[config.mk]
export PLATFORM = sky130hd
export DESIGN_NAME = oms_seq
export DESIGN_NICKNAME = d
export VERILOG_FILES = /design/src/hdl/oms_pkg.sv /design/src/hdl/oms_crc8.sv /design/src/hdl/oms_bit_slot.sv /design/src/hdl/oms_seq.sv
export SDC_FILE = /design/constraint.sdc
export NUM_CORES = 1
export LEC_CHECK = 0
export CAP_MARGIN = 10
export CORE_ASPECT_RATIO = 0.6
export CORE_UTILIZATION = 43
export CTS_CLUSTER_DIAMETER = 40
export CTS_CLUSTER_SIZE = 20
export DETAILED_ROUTE_END_ITERATION = 8
export DONT_BUFFER_PORTS = 1
export GPL_ROUTABILITY_DRIVEN = 0
export GPL_TIMING_DRIVEN = 0
export PLACE_DENSITY = 0.68
export SLEW_MARGIN = 20
export SYNTH_ARGS = -nofsm -noshare
export SYNTH_HDL_FRONTEND = slang
export SYNTH_SLANG_ARGS = --single-unit
[constraint.sdc]
create_clock -name clk -period 4.05 [get_ports clk]
set_clock_uncertainty 0.2 [all_clocks]
set_input_delay 0.2025 -clock clk [delete_from_list [all_inputs] [get_ports clk]]
set_output_delay 0.2025 -clock clk [all_outputs]
set_load 0.05 [all_outputs]
[src/hdl/oms_pkg.sv]
/*
  oms_pkg: command codes, sizes and slot timing for the single-wire
  OTP memory host sequencer. Assumes a 50 MHz clock.
*/
package oms_pkg;
  typedef enum logic [1:0] {OP_RD_FIELD, OP_WR_MEM, OP_RD_STAT, OP_WR_STAT} oms_op_t;
  typedef enum logic [1:0] {BOP_RESET, BOP_WR0, BOP_WR1, BOP_RD} oms_bop_t;

  localparam logic [7:0]  CMD_SKIP_SEL  = 8'hcc;
  localparam logic [7:0]  CMD_RD_FIELD  = 8'hf0;
  localparam logic [7:0]  CMD_WR_MEM    = 8'h0f;
  localparam logic [7:0]  CMD_RD_STAT   = 8'haa;
  localparam logic [7:0]  CMD_WR_STAT   = 8'h55;
  localparam logic [7:0]  CMD_PROG      = 8'h5a;
  localparam logic [7:0]  CRC_POLY_REFL = 8'h8c;
  localparam logic [7:0]  MEM_BYTES     = 8'h80;
  localparam logic [7:0]  STAT_BYTES    = 8'h08;
  localparam logic [3:0]  SEG_BYTES     = 4'h8;
  localparam logic [15:0] WR_ADDR_MAX   = 16'h007f;
  localparam logic [1:0]  MAX_RETRY     = 2'h3;

  localparam int CLK_MHZ        = 50;
  localparam int T_STROBE_NS    = 1000;
  localparam int T_SLOT_NS      = 60000;
  localparam int T_SAMPLE_NS    = 15000;
  localparam int T_RECOV_NS     = 5000;
  localparam int T_PULSE_A_NS   = 70000;
  localparam int T_RESET_LOW_NS = 480000;
  localparam int T_RESET_HI_NS  = 480000;
  localparam int EPROM_PROGRAM_PULSE_TIME_NS = 2500000;

  // least times round up, sample points round down
  localparam int STROBE_CYC  = (T_STROBE_NS * CLK_MHZ + 999) / 1000;
  localparam int SLOT_CYC    = (T_SLOT_NS * CLK_MHZ + 999) / 1000;
  localparam int SAMPLE_CYC  = (T_SAMPLE_NS * CLK_MHZ) / 1000;
  localparam int RECOV_CYC   = (T_RECOV_NS * CLK_MHZ + 999) / 1000;
  localparam int PULSE_A_CYC = (T_PULSE_A_NS * CLK_MHZ) / 1000;
  localparam int RESET_LOW_CYC_DEF = (T_RESET_LOW_NS * CLK_MHZ + 999) / 1000;
  localparam int RESET_HI_CYC_DEF  = (T_RESET_HI_NS * CLK_MHZ + 999) / 1000;
  localparam int PROG_CYC_DEF = (EPROM_PROGRAM_PULSE_TIME_NS * CLK_MHZ + 999) / 1000;
endpackage

[src/hdl/oms_crc8.sv]
/*
  oms_crc8: bit-serial CRC (x^8+x^5+x^4+1), lsb first.
  Assumes the sequencer feeds every link bit of a covered field.
*/
`timescale 1ns/10ps
module oms_crc8 import oms_pkg::*; (
  // clock
  input  logic       clk,
  input  logic       resetn,
  input  logic       ce,
  // control
  input  logic       clr,
  input  logic       shift,
  input  logic       din,
  // result
  output logic [7:0] crc,
  output logic       zero_next
);
  typedef struct packed {logic [7:0] crc;} oms_crc_st_t;
  oms_crc_st_t s, n;
  logic [7:0]  nx;

  always_comb begin
    nx = {1'b0, s.crc[7:1]} ^ ((s.crc[0] ^ din) ? CRC_POLY_REFL : 8'h00);
    n = s;
    if (clr) begin
      n.crc = 8'h00;
    end else if (shift) begin
      n.crc = nx;
    end
  end

  always_ff @(posedge clk) begin
    if (!resetn) begin
      s <= '0;
    end else if (ce) begin
      s <= n;
    end
  end

  assign crc = s.crc;
  // shifting a received crc into its own remainder leaves zero
  assign zero_next = (nx == 8'h00);

  a_crc_poly_step: assert property (@(posedge clk) disable iff (!resetn)
    ce && shift && !clr && (s.crc[0] ^ din) |=> crc == (($past(crc) >> 1) ^ CRC_POLY_REFL))
    else $error("crc step does not follow the polynomial");
endmodule // oms_crc8

[src/hdl/oms_bit_slot.sv]
/*
  oms_bit_slot: one reset or bit slot on the open-drain line per request.
  Assumes an external pull-up; dq_in is asynchronous to clk.
*/
`timescale 1ns/10ps
module oms_bit_slot import oms_pkg::*; #(
  parameter int unsigned RESET_LOW_CYC = RESET_LOW_CYC_DEF,
  parameter int unsigned RESET_HI_CYC  = RESET_HI_CYC_DEF,
  // shrinks every bit-slot count and the reset answer sample point together, not the reset low and high counts; 1 keeps the package timing
  parameter int unsigned TIME_DIV      = 1
) (
  // clock
  input  logic     clk,
  input  logic     resetn,
  input  logic     ce,
  // request
  input  logic     req,
  input  oms_bop_t op,
  output logic     done,
  output logic     rbit,
  // line
  input  logic     dq_in,
  output logic     dq_out,
  output logic     dq_oe
);
  typedef enum logic [1:0] {PH_IDLE, PH_LOW, PH_REL} oms_ph_t;
  typedef struct packed {
    logic [2:0]  sync;
    logic        lvl;
    oms_ph_t     ph;
    oms_bop_t    op;
    logic [16:0] cnt;
    logic        oe;
    logic        done;
    logic        rbit;
  } oms_bit_st_t;
  oms_bit_st_t s, n;
  logic [16:0] low_end, rel_end, smp;

  // slot counts scaled as one so strobe, sample and recovery keep their order
  localparam int unsigned STB = STROBE_CYC / TIME_DIV;
  localparam int unsigned SLT = SLOT_CYC / TIME_DIV;
  localparam int unsigned SMP = SAMPLE_CYC / TIME_DIV;
  localparam int unsigned RCV = RECOV_CYC / TIME_DIV;
  localparam int unsigned ANS = PULSE_A_CYC / TIME_DIV;

  always_comb begin
    n = s;
    n.done = 1'b0;
    n.sync = {s.sync[1:0], dq_in};
    // level only changes once second and third stage agree
    if (s.sync[1] == s.sync[2]) begin
      n.lvl = s.sync[2];
    end
    case (s.op)
      BOP_RESET: begin
        low_end = 17'(RESET_LOW_CYC - 1);
        rel_end = 17'(RESET_HI_CYC - 1);
        smp     = 17'(ANS);
      end
      BOP_WR0: begin
        low_end = 17'(SLT - RCV - 1);
        rel_end = 17'(RCV - 1);
        smp     = 17'(RCV - 1);
      end
      default: begin
        low_end = 17'(STB - 1);
        rel_end = 17'(SLT - STB - 1);
        smp     = 17'(SMP - STB);
      end
    endcase
    case (s.ph)
      PH_IDLE: if (req) begin
        n.op  = op;
        n.oe  = 1'b1;
        n.cnt = '0;
        n.ph  = PH_LOW;
      end
      PH_LOW: if (s.cnt == low_end) begin
        n.oe  = 1'b0;
        n.cnt = '0;
        n.ph  = PH_REL;
      end else begin
        n.cnt = s.cnt + 17'h1;
      end
      PH_REL: begin
        // line low after a reset means a slave answered
        if (s.cnt == smp) begin
          n.rbit = (s.op == BOP_RESET) ? ~s.lvl : s.lvl;
        end
        if (s.cnt == rel_end) begin
          n.done = 1'b1;
          n.ph   = PH_IDLE;
        end else begin
          n.cnt = s.cnt + 17'h1;
        end
      end
      default: n.ph = PH_IDLE;
    endcase
  end

  always_ff @(posedge clk) begin
    if (!resetn) begin
      s <= '0;
    end else if (ce) begin
      s <= n;
    end
  end

  assign done   = s.done;
  assign rbit   = s.rbit;
  assign dq_oe  = s.oe;
  assign dq_out = 1'b0;

  logic [16:0] lowcnt;
  always_ff @(posedge clk) begin
    if (!resetn) begin
      lowcnt <= '0;
    end else if (ce) begin
      lowcnt <= s.oe ? lowcnt + 17'h1 : 17'h0;
    end
  end

  a_reset_low_len: assert property (@(posedge clk) disable iff (!resetn)
    $fell(s.oe) && s.op == BOP_RESET |-> lowcnt == 17'(RESET_LOW_CYC))
    else $error("reset low time wrong");
  a_read_strobe_len: assert property (@(posedge clk) disable iff (!resetn)
    $fell(s.oe) && s.op == BOP_RD |-> lowcnt == 17'(STB))
    else $error("read strobe length wrong");
endmodule // oms_bit_slot

[src/hdl/oms_seq.sv]
/*
  oms_seq: host sequencer for a single-wire OTP memory slave: field read,
  segment write, status read and status write, with crc checks and retry.
  Assumes one slave on the line, an external pull-up and an external switch
  that puts programming voltage on the line while vpp_en is high.
*/
`timescale 1ns/10ps
module oms_seq import oms_pkg::*; #(
  parameter int unsigned RESET_LOW_CYC = RESET_LOW_CYC_DEF,
  parameter int unsigned RESET_HI_CYC  = RESET_HI_CYC_DEF,
  parameter int unsigned PROG_CYC      = PROG_CYC_DEF,
  parameter int unsigned TIME_DIV      = 1
) (
  // clock
  input  logic        clk,
  input  logic        resetn,
  input  logic        ce,
  // user command
  input  logic        start,
  input  oms_op_t     op,
  input  logic [15:0] addr,
  input  logic [63:0] wdata,
  output logic        busy,
  output logic        done,
  output logic        ok,
  // read stream
  output logic        rd_valid,
  output logic [7:0]  rd_data,
  // line
  input  logic        dq_in,
  output logic        dq_out,
  output logic        dq_oe,
  output logic        vpp_en
);
  typedef enum logic [3:0] {
    S_IDLE, S_RST, S_SEL, S_CMD, S_ALO, S_AHI, S_WDAT, S_HCRC,
    S_DCRC, S_RDAT, S_FCRC, S_PCMD, S_PULSE, S_FIN
  } oms_state_t;
  typedef struct packed {
    oms_state_t  st;
    oms_op_t     op;
    logic [15:0] addr;
    logic [15:0] addr0;
    logic [63:0] wbuf;
    logic [2:0]  widx;
    logic [7:0]  sh;
    logic [2:0]  bitn;
    logic [7:0]  nbytes;
    logic [1:0]  retry;
    logic [16:0] cnt;
    logic        breq;
    oms_bop_t    bop;
    logic        busy;
    logic        done;
    logic        ok;
    logic        rd_valid;
    logic [7:0]  rd_data;
    logic        vpp;
  } oms_seq_st_t;
  oms_seq_st_t s, n;

  logic       bit_done, rbit, crc_zero, crc_clr, crc_shift, crc_din;
  logic [7:0] crc_val, ld_val, lim, slim, cmd_code, rbyte;
  logic       ld, ld_rx, ld_rst, rx, byte_end, fail, bad;

  oms_bit_slot #(
    .RESET_LOW_CYC (RESET_LOW_CYC),
    .RESET_HI_CYC  (RESET_HI_CYC),
    .TIME_DIV      (TIME_DIV)
  ) u_bit (
    .clk    (clk),
    .resetn (resetn),
    .ce     (ce),
    .req    (s.breq),
    .op     (s.bop),
    .done   (bit_done),
    .rbit   (rbit),
    .dq_in  (dq_in),
    .dq_out (dq_out),
    .dq_oe  (dq_oe)
  );

  oms_crc8 u_crc (
    .clk       (clk),
    .resetn    (resetn),
    .ce        (ce),
    .clr       (crc_clr),
    .shift     (crc_shift),
    .din       (crc_din),
    .crc       (crc_val),
    .zero_next (crc_zero)
  );

  always_comb begin
    n = s;
    n.breq = 1'b0;
    n.done = 1'b0;
    n.rd_valid = 1'b0;
    crc_clr = 1'b0;
    crc_shift = 1'b0;
    crc_din = 1'b0;
    ld = 1'b0;
    ld_val = 8'h00;
    ld_rx = 1'b0;
    ld_rst = 1'b0;
    byte_end = 1'b0;
    fail = 1'b0;
    rx = (s.st == S_HCRC) || (s.st == S_DCRC) || (s.st == S_RDAT) || (s.st == S_FCRC);
    // status field is 8 bytes, the last one the fixed 00h byte
    lim = (op == OP_RD_STAT || op == OP_WR_STAT) ? STAT_BYTES : MEM_BYTES;
    // stream length must follow the accepted command, not the live op input
    slim = (s.op == OP_RD_STAT || s.op == OP_WR_STAT) ? STAT_BYTES : MEM_BYTES;
    rbyte = {rbit, s.sh[7:1]};
    case (s.op)
      OP_RD_FIELD: cmd_code = CMD_RD_FIELD;
      OP_WR_MEM:   cmd_code = CMD_WR_MEM;
      OP_RD_STAT:  cmd_code = CMD_RD_STAT;
      default:     cmd_code = CMD_WR_STAT;
    endcase
    bad = (op == OP_WR_MEM) ? (addr[2:0] != 3'h0 || addr > WR_ADDR_MAX)
                            : (addr >= {8'h00, lim});
    if (bit_done && s.st != S_RST && s.st != S_FIN && s.st != S_IDLE) begin
      crc_shift = 1'b1;
      crc_din = rx ? rbit : s.sh[0];
      n.sh = {rx ? rbit : 1'b0, s.sh[7:1]};
      if (s.bitn == 3'h7) begin
        byte_end = 1'b1;
      end else begin
        n.bitn = s.bitn + 3'h1;
        n.breq = 1'b1;
        n.bop = rx ? BOP_RD : (s.sh[1] ? BOP_WR1 : BOP_WR0);
      end
    end
    case (s.st)
      S_IDLE: if (start) begin
        n.op = op;
        n.addr = addr;
        n.addr0 = addr;
        n.wbuf = wdata;
        n.retry = 2'h0;
        n.ok = 1'b0;
        if (bad) begin
          n.done = 1'b1;
        end else begin
          n.busy = 1'b1;
          n.st = S_RST;
          ld = 1'b1;
          ld_rst = 1'b1;
        end
      end
      S_RST: if (bit_done) begin
        if (!rbit) begin
          n.done = 1'b1;
          n.busy = 1'b0;
          n.st = S_IDLE;
        end else begin
          n.st = S_SEL;
          ld = 1'b1;
          ld_val = CMD_SKIP_SEL;
        end
      end
      S_SEL: if (byte_end) begin
        n.st = S_CMD;
        ld = 1'b1;
        ld_val = cmd_code;
        crc_clr = 1'b1;
      end
      S_CMD: if (byte_end) begin
        n.st = S_ALO;
        ld = 1'b1;
        ld_val = s.addr[7:0];
      end
      S_ALO: if (byte_end) begin
        n.st = S_AHI;
        ld = 1'b1;
        ld_val = s.addr[15:8];
      end
      S_AHI: if (byte_end) begin
        ld = 1'b1;
        n.widx = 3'h0;
        if (s.op == OP_WR_STAT) begin
          n.st = S_WDAT;
          n.nbytes = 8'h01;
          ld_val = s.wbuf[7:0];
        end else begin
          n.st = S_HCRC;
          ld_rx = 1'b1;
        end
      end
      S_WDAT: if (byte_end) begin
        ld = 1'b1;
        n.widx = s.widx + 3'h1;
        if (s.nbytes == 8'h01) begin
          n.st = (s.op == OP_WR_STAT) ? S_HCRC : S_DCRC;
          ld_rx = 1'b1;
        end else begin
          n.nbytes = s.nbytes - 8'h01;
          ld_val = s.wbuf[{s.widx + 3'h1, 3'h0} +: 8];
        end
      end
      S_HCRC: if (byte_end) begin
        if (!crc_zero) begin
          fail = 1'b1;
        end else begin
          ld = 1'b1;
          crc_clr = 1'b1;
          case (s.op)
            OP_WR_MEM: begin
              n.st = S_WDAT;
              n.nbytes = {4'h0, SEG_BYTES};
              ld_val = s.wbuf[7:0];
            end
            OP_WR_STAT: begin
              n.st = S_PCMD;
              ld_val = CMD_PROG;
            end
            default: begin
              n.st = S_RDAT;
              n.nbytes = slim - s.addr[7:0];
              ld_rx = 1'b1;
            end
          endcase
        end
      end
      S_RDAT: if (byte_end) begin
        n.rd_valid = 1'b1;
        n.rd_data = rbyte;
        n.addr = s.addr + 16'h0001;
        ld = 1'b1;
        ld_rx = 1'b1;
        if (s.nbytes == 8'h01) begin
          n.st = S_FCRC;
        end else begin
          n.nbytes = s.nbytes - 8'h01;
        end
      end
      S_FCRC, S_DCRC: if (byte_end) begin
        if (!crc_zero) begin
          fail = 1'b1;
        end else if (s.st == S_FCRC) begin
          n.ok = 1'b1;
          n.st = S_FIN;
          ld = 1'b1;
          ld_rst = 1'b1;
        end else begin
          n.st = S_PCMD;
          ld = 1'b1;
          ld_val = CMD_PROG;
        end
      end
      S_PCMD: if (byte_end) begin
        n.st = S_PULSE;
        n.vpp = 1'b1;
        n.cnt = '0;
      end
      S_PULSE: if (s.cnt == 17'(PROG_CYC - 1)) begin
        n.vpp = 1'b0;
        n.ok = 1'b1;
        n.st = S_FIN;
        ld = 1'b1;
        ld_rst = 1'b1;
      end else begin
        n.cnt = s.cnt + 17'h1;
      end
      S_FIN: if (bit_done) begin
        n.done = 1'b1;
        n.busy = 1'b0;
        n.st = S_IDLE;
      end
      default: n.st = S_IDLE;
    endcase
    if (fail) begin
      ld = 1'b1;
      ld_rst = 1'b1;
      n.addr = s.addr0;
      if (s.retry == MAX_RETRY) begin
        n.st = S_FIN;
      end else begin
        n.retry = s.retry + 2'h1;
        n.st = S_RST;
      end
    end
    if (ld) begin
      n.sh = ld_val;
      n.bitn = 3'h0;
      n.breq = 1'b1;
      n.bop = ld_rst ? BOP_RESET : ld_rx ? BOP_RD : (ld_val[0] ? BOP_WR1 : BOP_WR0);
    end
  end

  always_ff @(posedge clk) begin
    if (!resetn) begin
      s <= '0;
    end else if (ce) begin
      s <= n;
    end
  end

  assign busy     = s.busy;
  assign done     = s.done;
  assign ok       = s.ok;
  assign rd_valid = s.rd_valid;
  assign rd_data  = s.rd_data;
  assign vpp_en   = s.vpp;

  // helper: length of the programming pulse
  logic [16:0] vcnt;
  always_ff @(posedge clk) begin
    if (!resetn) begin
      vcnt <= '0;
    end else if (ce) begin
      vcnt <= s.vpp ? vcnt + 17'h1 : 17'h0;
    end
  end

  a_select_first: assert property (@(posedge clk) disable iff (!resetn)
    s.st == S_SEL && s.breq && s.bitn == 3'h0 |-> s.sh == CMD_SKIP_SEL)
    else $error("selection byte wrong");
  a_field_cmd: assert property (@(posedge clk) disable iff (!resetn)
    s.st == S_CMD && s.breq && s.bitn == 3'h0 && s.op == OP_RD_FIELD |-> s.sh == CMD_RD_FIELD)
    else $error("field read code wrong");
  a_lsb_first: assert property (@(posedge clk) disable iff (!resetn)
    s.breq && (s.bop == BOP_WR0 || s.bop == BOP_WR1) |-> s.bop == (s.sh[0] ? BOP_WR1 : BOP_WR0))
    else $error("bit order wrong");
  a_read_after_hdr: assert property (@(posedge clk) disable iff (!resetn)
    $rose(s.st == S_RDAT) |-> $past(s.st) == S_HCRC)
    else $error("data read without header crc");
  a_retry_reset: assert property (@(posedge clk) disable iff (!resetn)
    ce && byte_end && rx && s.st != S_RDAT && !crc_zero && s.retry != MAX_RETRY
    |=> s.st == S_RST && s.breq && s.bop == BOP_RESET)
    else $error("crc mismatch not followed by reset");
  a_write_eight: assert property (@(posedge clk) disable iff (!resetn)
    $rose(s.st == S_DCRC) |-> $past(s.widx) == 3'h7)
    else $error("segment not eight bytes");
  a_stat_one_byte: assert property (@(posedge clk) disable iff (!resetn)
    $rose(s.st == S_HCRC) && s.op == OP_WR_STAT |-> $past(s.st) == S_WDAT)
    else $error("status write data byte missing");
  a_prog_gate: assert property (@(posedge clk) disable iff (!resetn)
    $rose(s.st == S_PCMD) |-> $past(crc_zero)
      && ($past(s.st) == S_DCRC || ($past(s.st) == S_HCRC && s.op == OP_WR_STAT)))
    else $error("program code without crc match");
  a_pulse_len: assert property (@(posedge clk) disable iff (!resetn)
    $fell(s.vpp) |-> vcnt == 17'(PROG_CYC))
    else $error("programming pulse length wrong");
  a_no_drive_pulse: assert property (@(posedge clk) disable iff (!resetn)
    s.vpp |-> !dq_oe)
    else $error("line driven during programming pulse");
  a_wr_align: assert property (@(posedge clk) disable iff (!resetn)
    s.st == S_CMD && s.op == OP_WR_MEM |-> s.addr[2:0] == 3'h0 && s.addr <= WR_ADDR_MAX)
    else $error("write address not aligned or out of range");

  c_read_byte: cover property (@(posedge clk) disable iff (!resetn) s.rd_valid);
  c_write_ok: cover property (@(posedge clk) disable iff (!resetn)
    s.done && s.ok && s.op == OP_WR_MEM);
  c_retry: cover property (@(posedge clk) disable iff (!resetn) $rose(s.retry != 2'h0));
endmodule // oms_seq

After elaboration in Yosys (flattened, before gate mapping)
Cells that the tools add are included.
{"block": "word_totals", "regBits": 195, "input_bits": 87, "output_inout_bits": 15, "word_cells": 313}
{"block": "op_classes", "add_sub_neg": 8, "n_lt_le_gt_ge": 2, "eq_ne": 74, "n_shift": 1, "mux": 147, "bitwise_logic": 3, "n_reduce_logical": 50}
{"op": "$mux W8", "count": 22}
{"op": "$mux W102", "count": 1}
{"op": "$mux W4", "count": 20}
{"op": "$mux W17", "count": 4}
{"op": "$pmux W8 S8", "count": 1}
{"op": "$shiftx A64 B7 Y8", "count": 1}
{"op": "$pmux W15 S2", "count": 2}
{"op": "$pmux W4 S13", "count": 1}
{"op": "$pmux W17 S3", "count": 1}
{"op": "$pmux W8 S3", "count": 2}
{"op": "$ne A3 B3 Y1 const B", "count": 15}
{"op": "$mux W1", "count": 43}
{"op": "$ne A2 B2 Y1 const B", "count": 19}
{"op": "$add A17 B1 Y17 const B", "count": 2}
{"op": "$eq A17 B15 Y1", "count": 2}
{"op": "$pmux W17 S2", "count": 1}
{"op": "$mux W16", "count": 2}
{"op": "$mux W2", "count": 16}
{"op": "$pmux W16 S2", "count": 1}
{"op": "$pmux W8 S2", "count": 2}
{"op": "$reduce_and A4 Y1", "count": 7}
{"op": "$eq A4 B4 Y1 const B", "count": 6}
{"op": "$mux W3", "count": 8}
{"op": "$pmux W12 S2", "count": 1}
{"op": "other kinds (51)", "count": 105}

Longest topological paths before layout
{"block": "logic_depth", "ltp_word": 17, "mapped_depth": 10, "depth_no_buf": 9}

Modules after synthesis
From an unflattened synthesis, not the netlist that was laid out.
{"block": "unflattened", "hier_cells": 1388, "hier_area_um2": 10776.6}
{"module": "oms_seq", "n_inst": 1, "cells_per_inst": 1118, "area_per_inst_um2": 8633.3, "seq_area_each_um2": 3183.1}
{"module": "oms_bit_slot", "n_inst": 1, "cells_per_inst": 235, "area_per_inst_um2": 1806.7, "seq_area_each_um2": 560.5}
{"module": "oms_crc8", "n_inst": 1, "cells_per_inst": 35, "area_per_inst_um2": 336.6, "seq_area_each_um2": 160.2}

Worst setup path after synthesis
No wires, ideal clock.
{"block": "synth_path", "path_type": "register -> register", "from": "register s[54] (netlist name)", "to": "register s, in the netlist rbyte[4]", "setup_time_ns": 0.123, "arrival_ns": 2.323, "required_time_ns": 3.727, "setup_slack_ns": 1.404, "path_stages_with_launch": 10, "path_buffers": 2, "synth_period_minus_slack_ns": 2.646, "cell_sequence": "dfxtp_1 -> ha_1 -> clkbuf_1 -> clkbuf_1 -> mux4_2 -> mux2i_1 -> nor2_1 -> a211o_1 -> a22oi_1 -> a21oi_1"}
{"block": "synth_between", "elab_chain_len": 6}
{"element": "start: declaration", "line": "oms_seq.sv:60", "source": "oms_seq_st_t s, n;"}
{"element": "start signal: assignment", "line": "oms_seq.sv:295", "source": "s <= n;"}
{"element": "$add A3 B1 Y3", "line": "oms_seq.sv:198", "source": "ld_val = s.wbuf[{s.widx + 3'h1, 3'h0} +: 8];"}
{"element": "$shiftx A64 B7 Y8", "line": "oms_seq.sv:198"}
{"element": "$mux W8", "line": "oms_seq.sv:193", "source": "if (s.nbytes == 8'h01) begin"}
{"element": "$mux W8", "line": "oms_seq.sv:190", "source": "S_WDAT: if (byte_end) begin"}
{"element": "$pmux W8 S8", "line": "oms_seq.sv:134", "source": "case (s.st)"}
{"element": "$mux W11", "line": "oms_seq.sv:283", "source": "if (ld) begin"}
Every way passes these cells.
A chain may end at the register's enable or synchronous reset.

Final worst setup path
{"block": "layout_path", "from": "register s[43] (netlist name)", "to": "register s[37] (netlist name)"}
{"block": "layout_between", "elab_chain_len": 5, "elab_cells_between_ends": 7, "cone_classes": "eq/ne (4); mux (2); reduce/logical (1)"}
{"element": "$eq A3 B3 Y1 (*)", "line": "oms_seq.sv:126", "source": "if (s.bitn == 3'h7) begin"}
{"element": "$mux W1 (*)", "line": "oms_seq.sv:126"}
{"element": "$mux W1 (*)", "line": "oms_seq.sv:122", "source": "if (bit_done && s.st != S_RST && s.st != S_FIN && s.st != S_IDLE) begin"}
{"element": "$ne A2 B2 Y1 (no source line) / $ne A2 B1 Y1 (equally long branches)"}
{"element": "$reduce_and A9 Y1 (no source line) (*)"}
Mark *: on every way between the ends. The rest lies on a longest branch, timed or not.

==> results.txt <==
Sw Pwr: 1.04 mW
post-detail-place hpwl: 26.0 mm
first-pass GRT wire length: 54.4 mm
RR Startpoint: s[43]$_SDFFE_PN0P_
Worst R2R Setup Slack: 0.46 ns
number of flops mapped to enable cells by yosys: 0
largest net degree at the start of global routing: 18
core region area: 0.0242 sq mm
sequential share of power: 50.1%
leakage: 4.39 nW
CTS buffer count: 17
die width: 205 um
commonest non-fill, non-tap cell in the layout: nand2_1
Synth area leaders: dfxtp_1 37%, nand2_1 9.1%, a21oi_1 6.5%, nor2_1 4.7%, mux4_2 3.4%
ys flop type: dfxtp_1
share of layout cells above drive strength 1: 7.00%
final worst setup slack: 0.464 ns
CTS tree: yes
Starting Density: 43.8%
Routed Antenna Nets: 0
routed via count: 10700
CTS max path bufs: 2
FFs w/ async S/R, synth: 0%
kind of critical path: reg -> reg
final net count: 1553
Skew-Pair Late Insertion Delay: 0.47 ns
most frequent cells in the layout: 257 x nand2_1, 195 x dfxtp_1, 138 x a21oi_1
row count: 44
Place WS: 0.660 ns
Seq/Total Area, Yosys: 36.9%
cell-internal power: 2.98 mW
Layout area overhead: 17.2%
vias in the first global route: 9540
clock slew at reported path FFs: 0.07 ns
number of synthesized register bits: 195
top cell type by total area after synthesis: dfxtp_1
Worst Path Arrival: 3.75 ns
die area: 0.0253 sq mm
IO Port Bufs: 0
ANT cells: 0
worst hold path depth: 5
mean area per synthesized cell: 7.90 sq um
r2r worst-path depth: 9
Hold EP: rbyte[0]$_SDFFE_PN0P_
post-route minimum period: 3.59 ns
Die Y: 124 um
grt ovf: 0
synthesized cell area: 0.0106 sq mm
Worst-Margin Slew: 1.16 ns
PwrDens: 324 mW/mm^2
post-synth top area share: 36.9%
count of pins over their slew limit: 0
max_slew headroom: 21.8%
highest attainable clock frequency: 0.279 GHz
synth unique cells: 93
Synth Net Count: 1449
unrepaired setup endpoints after global routing: no
worst-case vdd ir drop: 0.265 mV
Yosys warning count: 0
Clock Sinks: 195
r2r endpoint: s[37]$_SDFFE_PN0P_
# DRC: 0
initial DRC count: 1481
Hold Crit Class: in -> reg
# resized after CTS: 0
Cells after Synth: 1341
WP data required: 4.21 ns
DR WL/cell: 20.0 um
MaxCap Viol Count: 0
via/cell ratio: 6.04
TNS Setup: 0 ns
Gate power share: 8.2%
Switching Fraction: 25.9%
Util after Layout: 51.4%
crit start category: register
hold_sp: ce
status: complete, no violations
initial antenna violation count: 0
endpoints failing hold: 0
I/O pins: 102
Critical Path Fanout Max: 8
H-Tree Depth: 4
drt pass-1 iters: 7
drt total wl: 35.5 mm
clk root buf: clkbuf_16
endpoints failing setup: 0
Final period util: 88.5%
clock share of power: 41.7%
Worst setup EP type: register
Tot GR Track Use: 28.3%
layout make-up:
class | instances | area, sq um
buffer | 96 | 445
clock buffer | 20 | 447
tap | 322 | 403
inverter | 31 | 116
clock inverter | 11 | 116
sequential | 195 | 3900
fill | 2268 | 11800
timing repair buffer | 85 | 851
multi-input combinational | 1019 | 6130
stage by stage:
stage                     area (sq um)  instances  hold slack, ns  power [mW]
final                            12400       1779          0.0413        4.02
after global routing             12400       1779          0.0641        4.15
after CTS                        12400       1779         0.00621        4.04
after detailed placement         11000       1663           0.144        2.30
after global placement           11000       1663           0.140        2.30
after floorplan                  10600       1341           0.138        2.21
power by group through the flow:
stage | clock, mW | sequential [mW] | combinational, mW
6_report | 1.68 | 2.01 | 0.330
5_1_grt | 1.78 | 2.02 | 0.354
4_1_cts | 1.71 | 2.01 | 0.319
3_5_place_dp | 0 | 2.05 | 0.246
3_3_place_gp | 0 | 2.05 | 0.242
2_1_floorplan | 0 | 2.04 | 0.178
worst max-delay path by stage:
stage,start,endpoint,slack [ns],cells past startpoint
2_1_floorplan,s[54]$_SDFFE_PN0P_,rbyte[4]$_SDFFE_PN0P_,1.40,9
3_3_place_gp,s[157]$_SDFFE_PN0P_,s[151]$_SDFFE_PN0P_,0.62,9
3_5_place_dp,s[43]$_SDFFE_PN0P_,s[151]$_SDFFE_PN0P_,0.66,10
4_1_cts,s[43]$_SDFFE_PN0P_,s[151]$_SDFFE_PN0P_,0.64,10
5_1_grt,s[43]$_SDFFE_PN0P_,s[37]$_SDFFE_PN0P_,0.32,9
6_report,s[43]$_SDFFE_PN0P_,s[37]$_SDFFE_PN0P_,0.46,9
critical path, stage by stage (launching register included):
cell and delay, ns:
dfxtp_1 0.36, ha_1 0.17, ha_1 0.38, and2_1 0.18
clkbuf_1 0.32, nand2b_1 0.30, nor4_1 0.68, a21oi_1 0.38
o21a_1 0.28, o221a_2 0.23
cell families after synthesis:
logic type | synth area share [%]
adders and majority gates | 2.48
xor gates and xnor gates | 4.46
muxes | 5.78
buffers and inverters | 5.30
and+or+nand+nor | 25.0
DFF | 36.9
other | 0.0354
AOI/OAI and AO/OA | 20.1
Yosys cell counts (23+ instances only):
library cell	instances
nand2_1	257
nand3_1	42
inv_1	30
a21oi_1	138
o21ai_0	46
nor2_1	133
mux2i_1	24
xnor2_1	31
dfxtp_1	195
xor2_1	23
clkbuf_1	65
nor3_1	32
flip-flops by register name, indices dropped and copies added (netlist names):
signal,flops
s,139
u_bit.s,23
rd_data,8
u_crc.crc,8
rbyte,7
u_bit.n,2
busy,1
done,1
ok,1
rd_valid,1
u_bit.done,1
u_bit.dq_oe,1
u_bit.rbit,1
vpp_en,1
repair_timing:
| action | in CTS | in global routing |
|---|---|---|
| hold buffers | 85 | 0 |
| setup buffers | 0 | 0 |
| endpoints found under the hold margin | 103 | 0 |
metal layers:
| metal | share of wire [%] | wire length [um] | vias up | GRT usage (%) |
|---|---|---|---|---|
| met5 | 0 | 0 | - | 0 |
| met4 | 1.7 | 618 | 0 | 8.02 |
| met3 | 13 | 4670 | 60 | 9.26 |
| met2 | 38 | 13300 | 634 | 35.1 |
| met1 | 48 | 16900 | 5052 | 44.4 |
| li1 | - | - | 4991 | - |
Power figures use the tool's default switching activity.
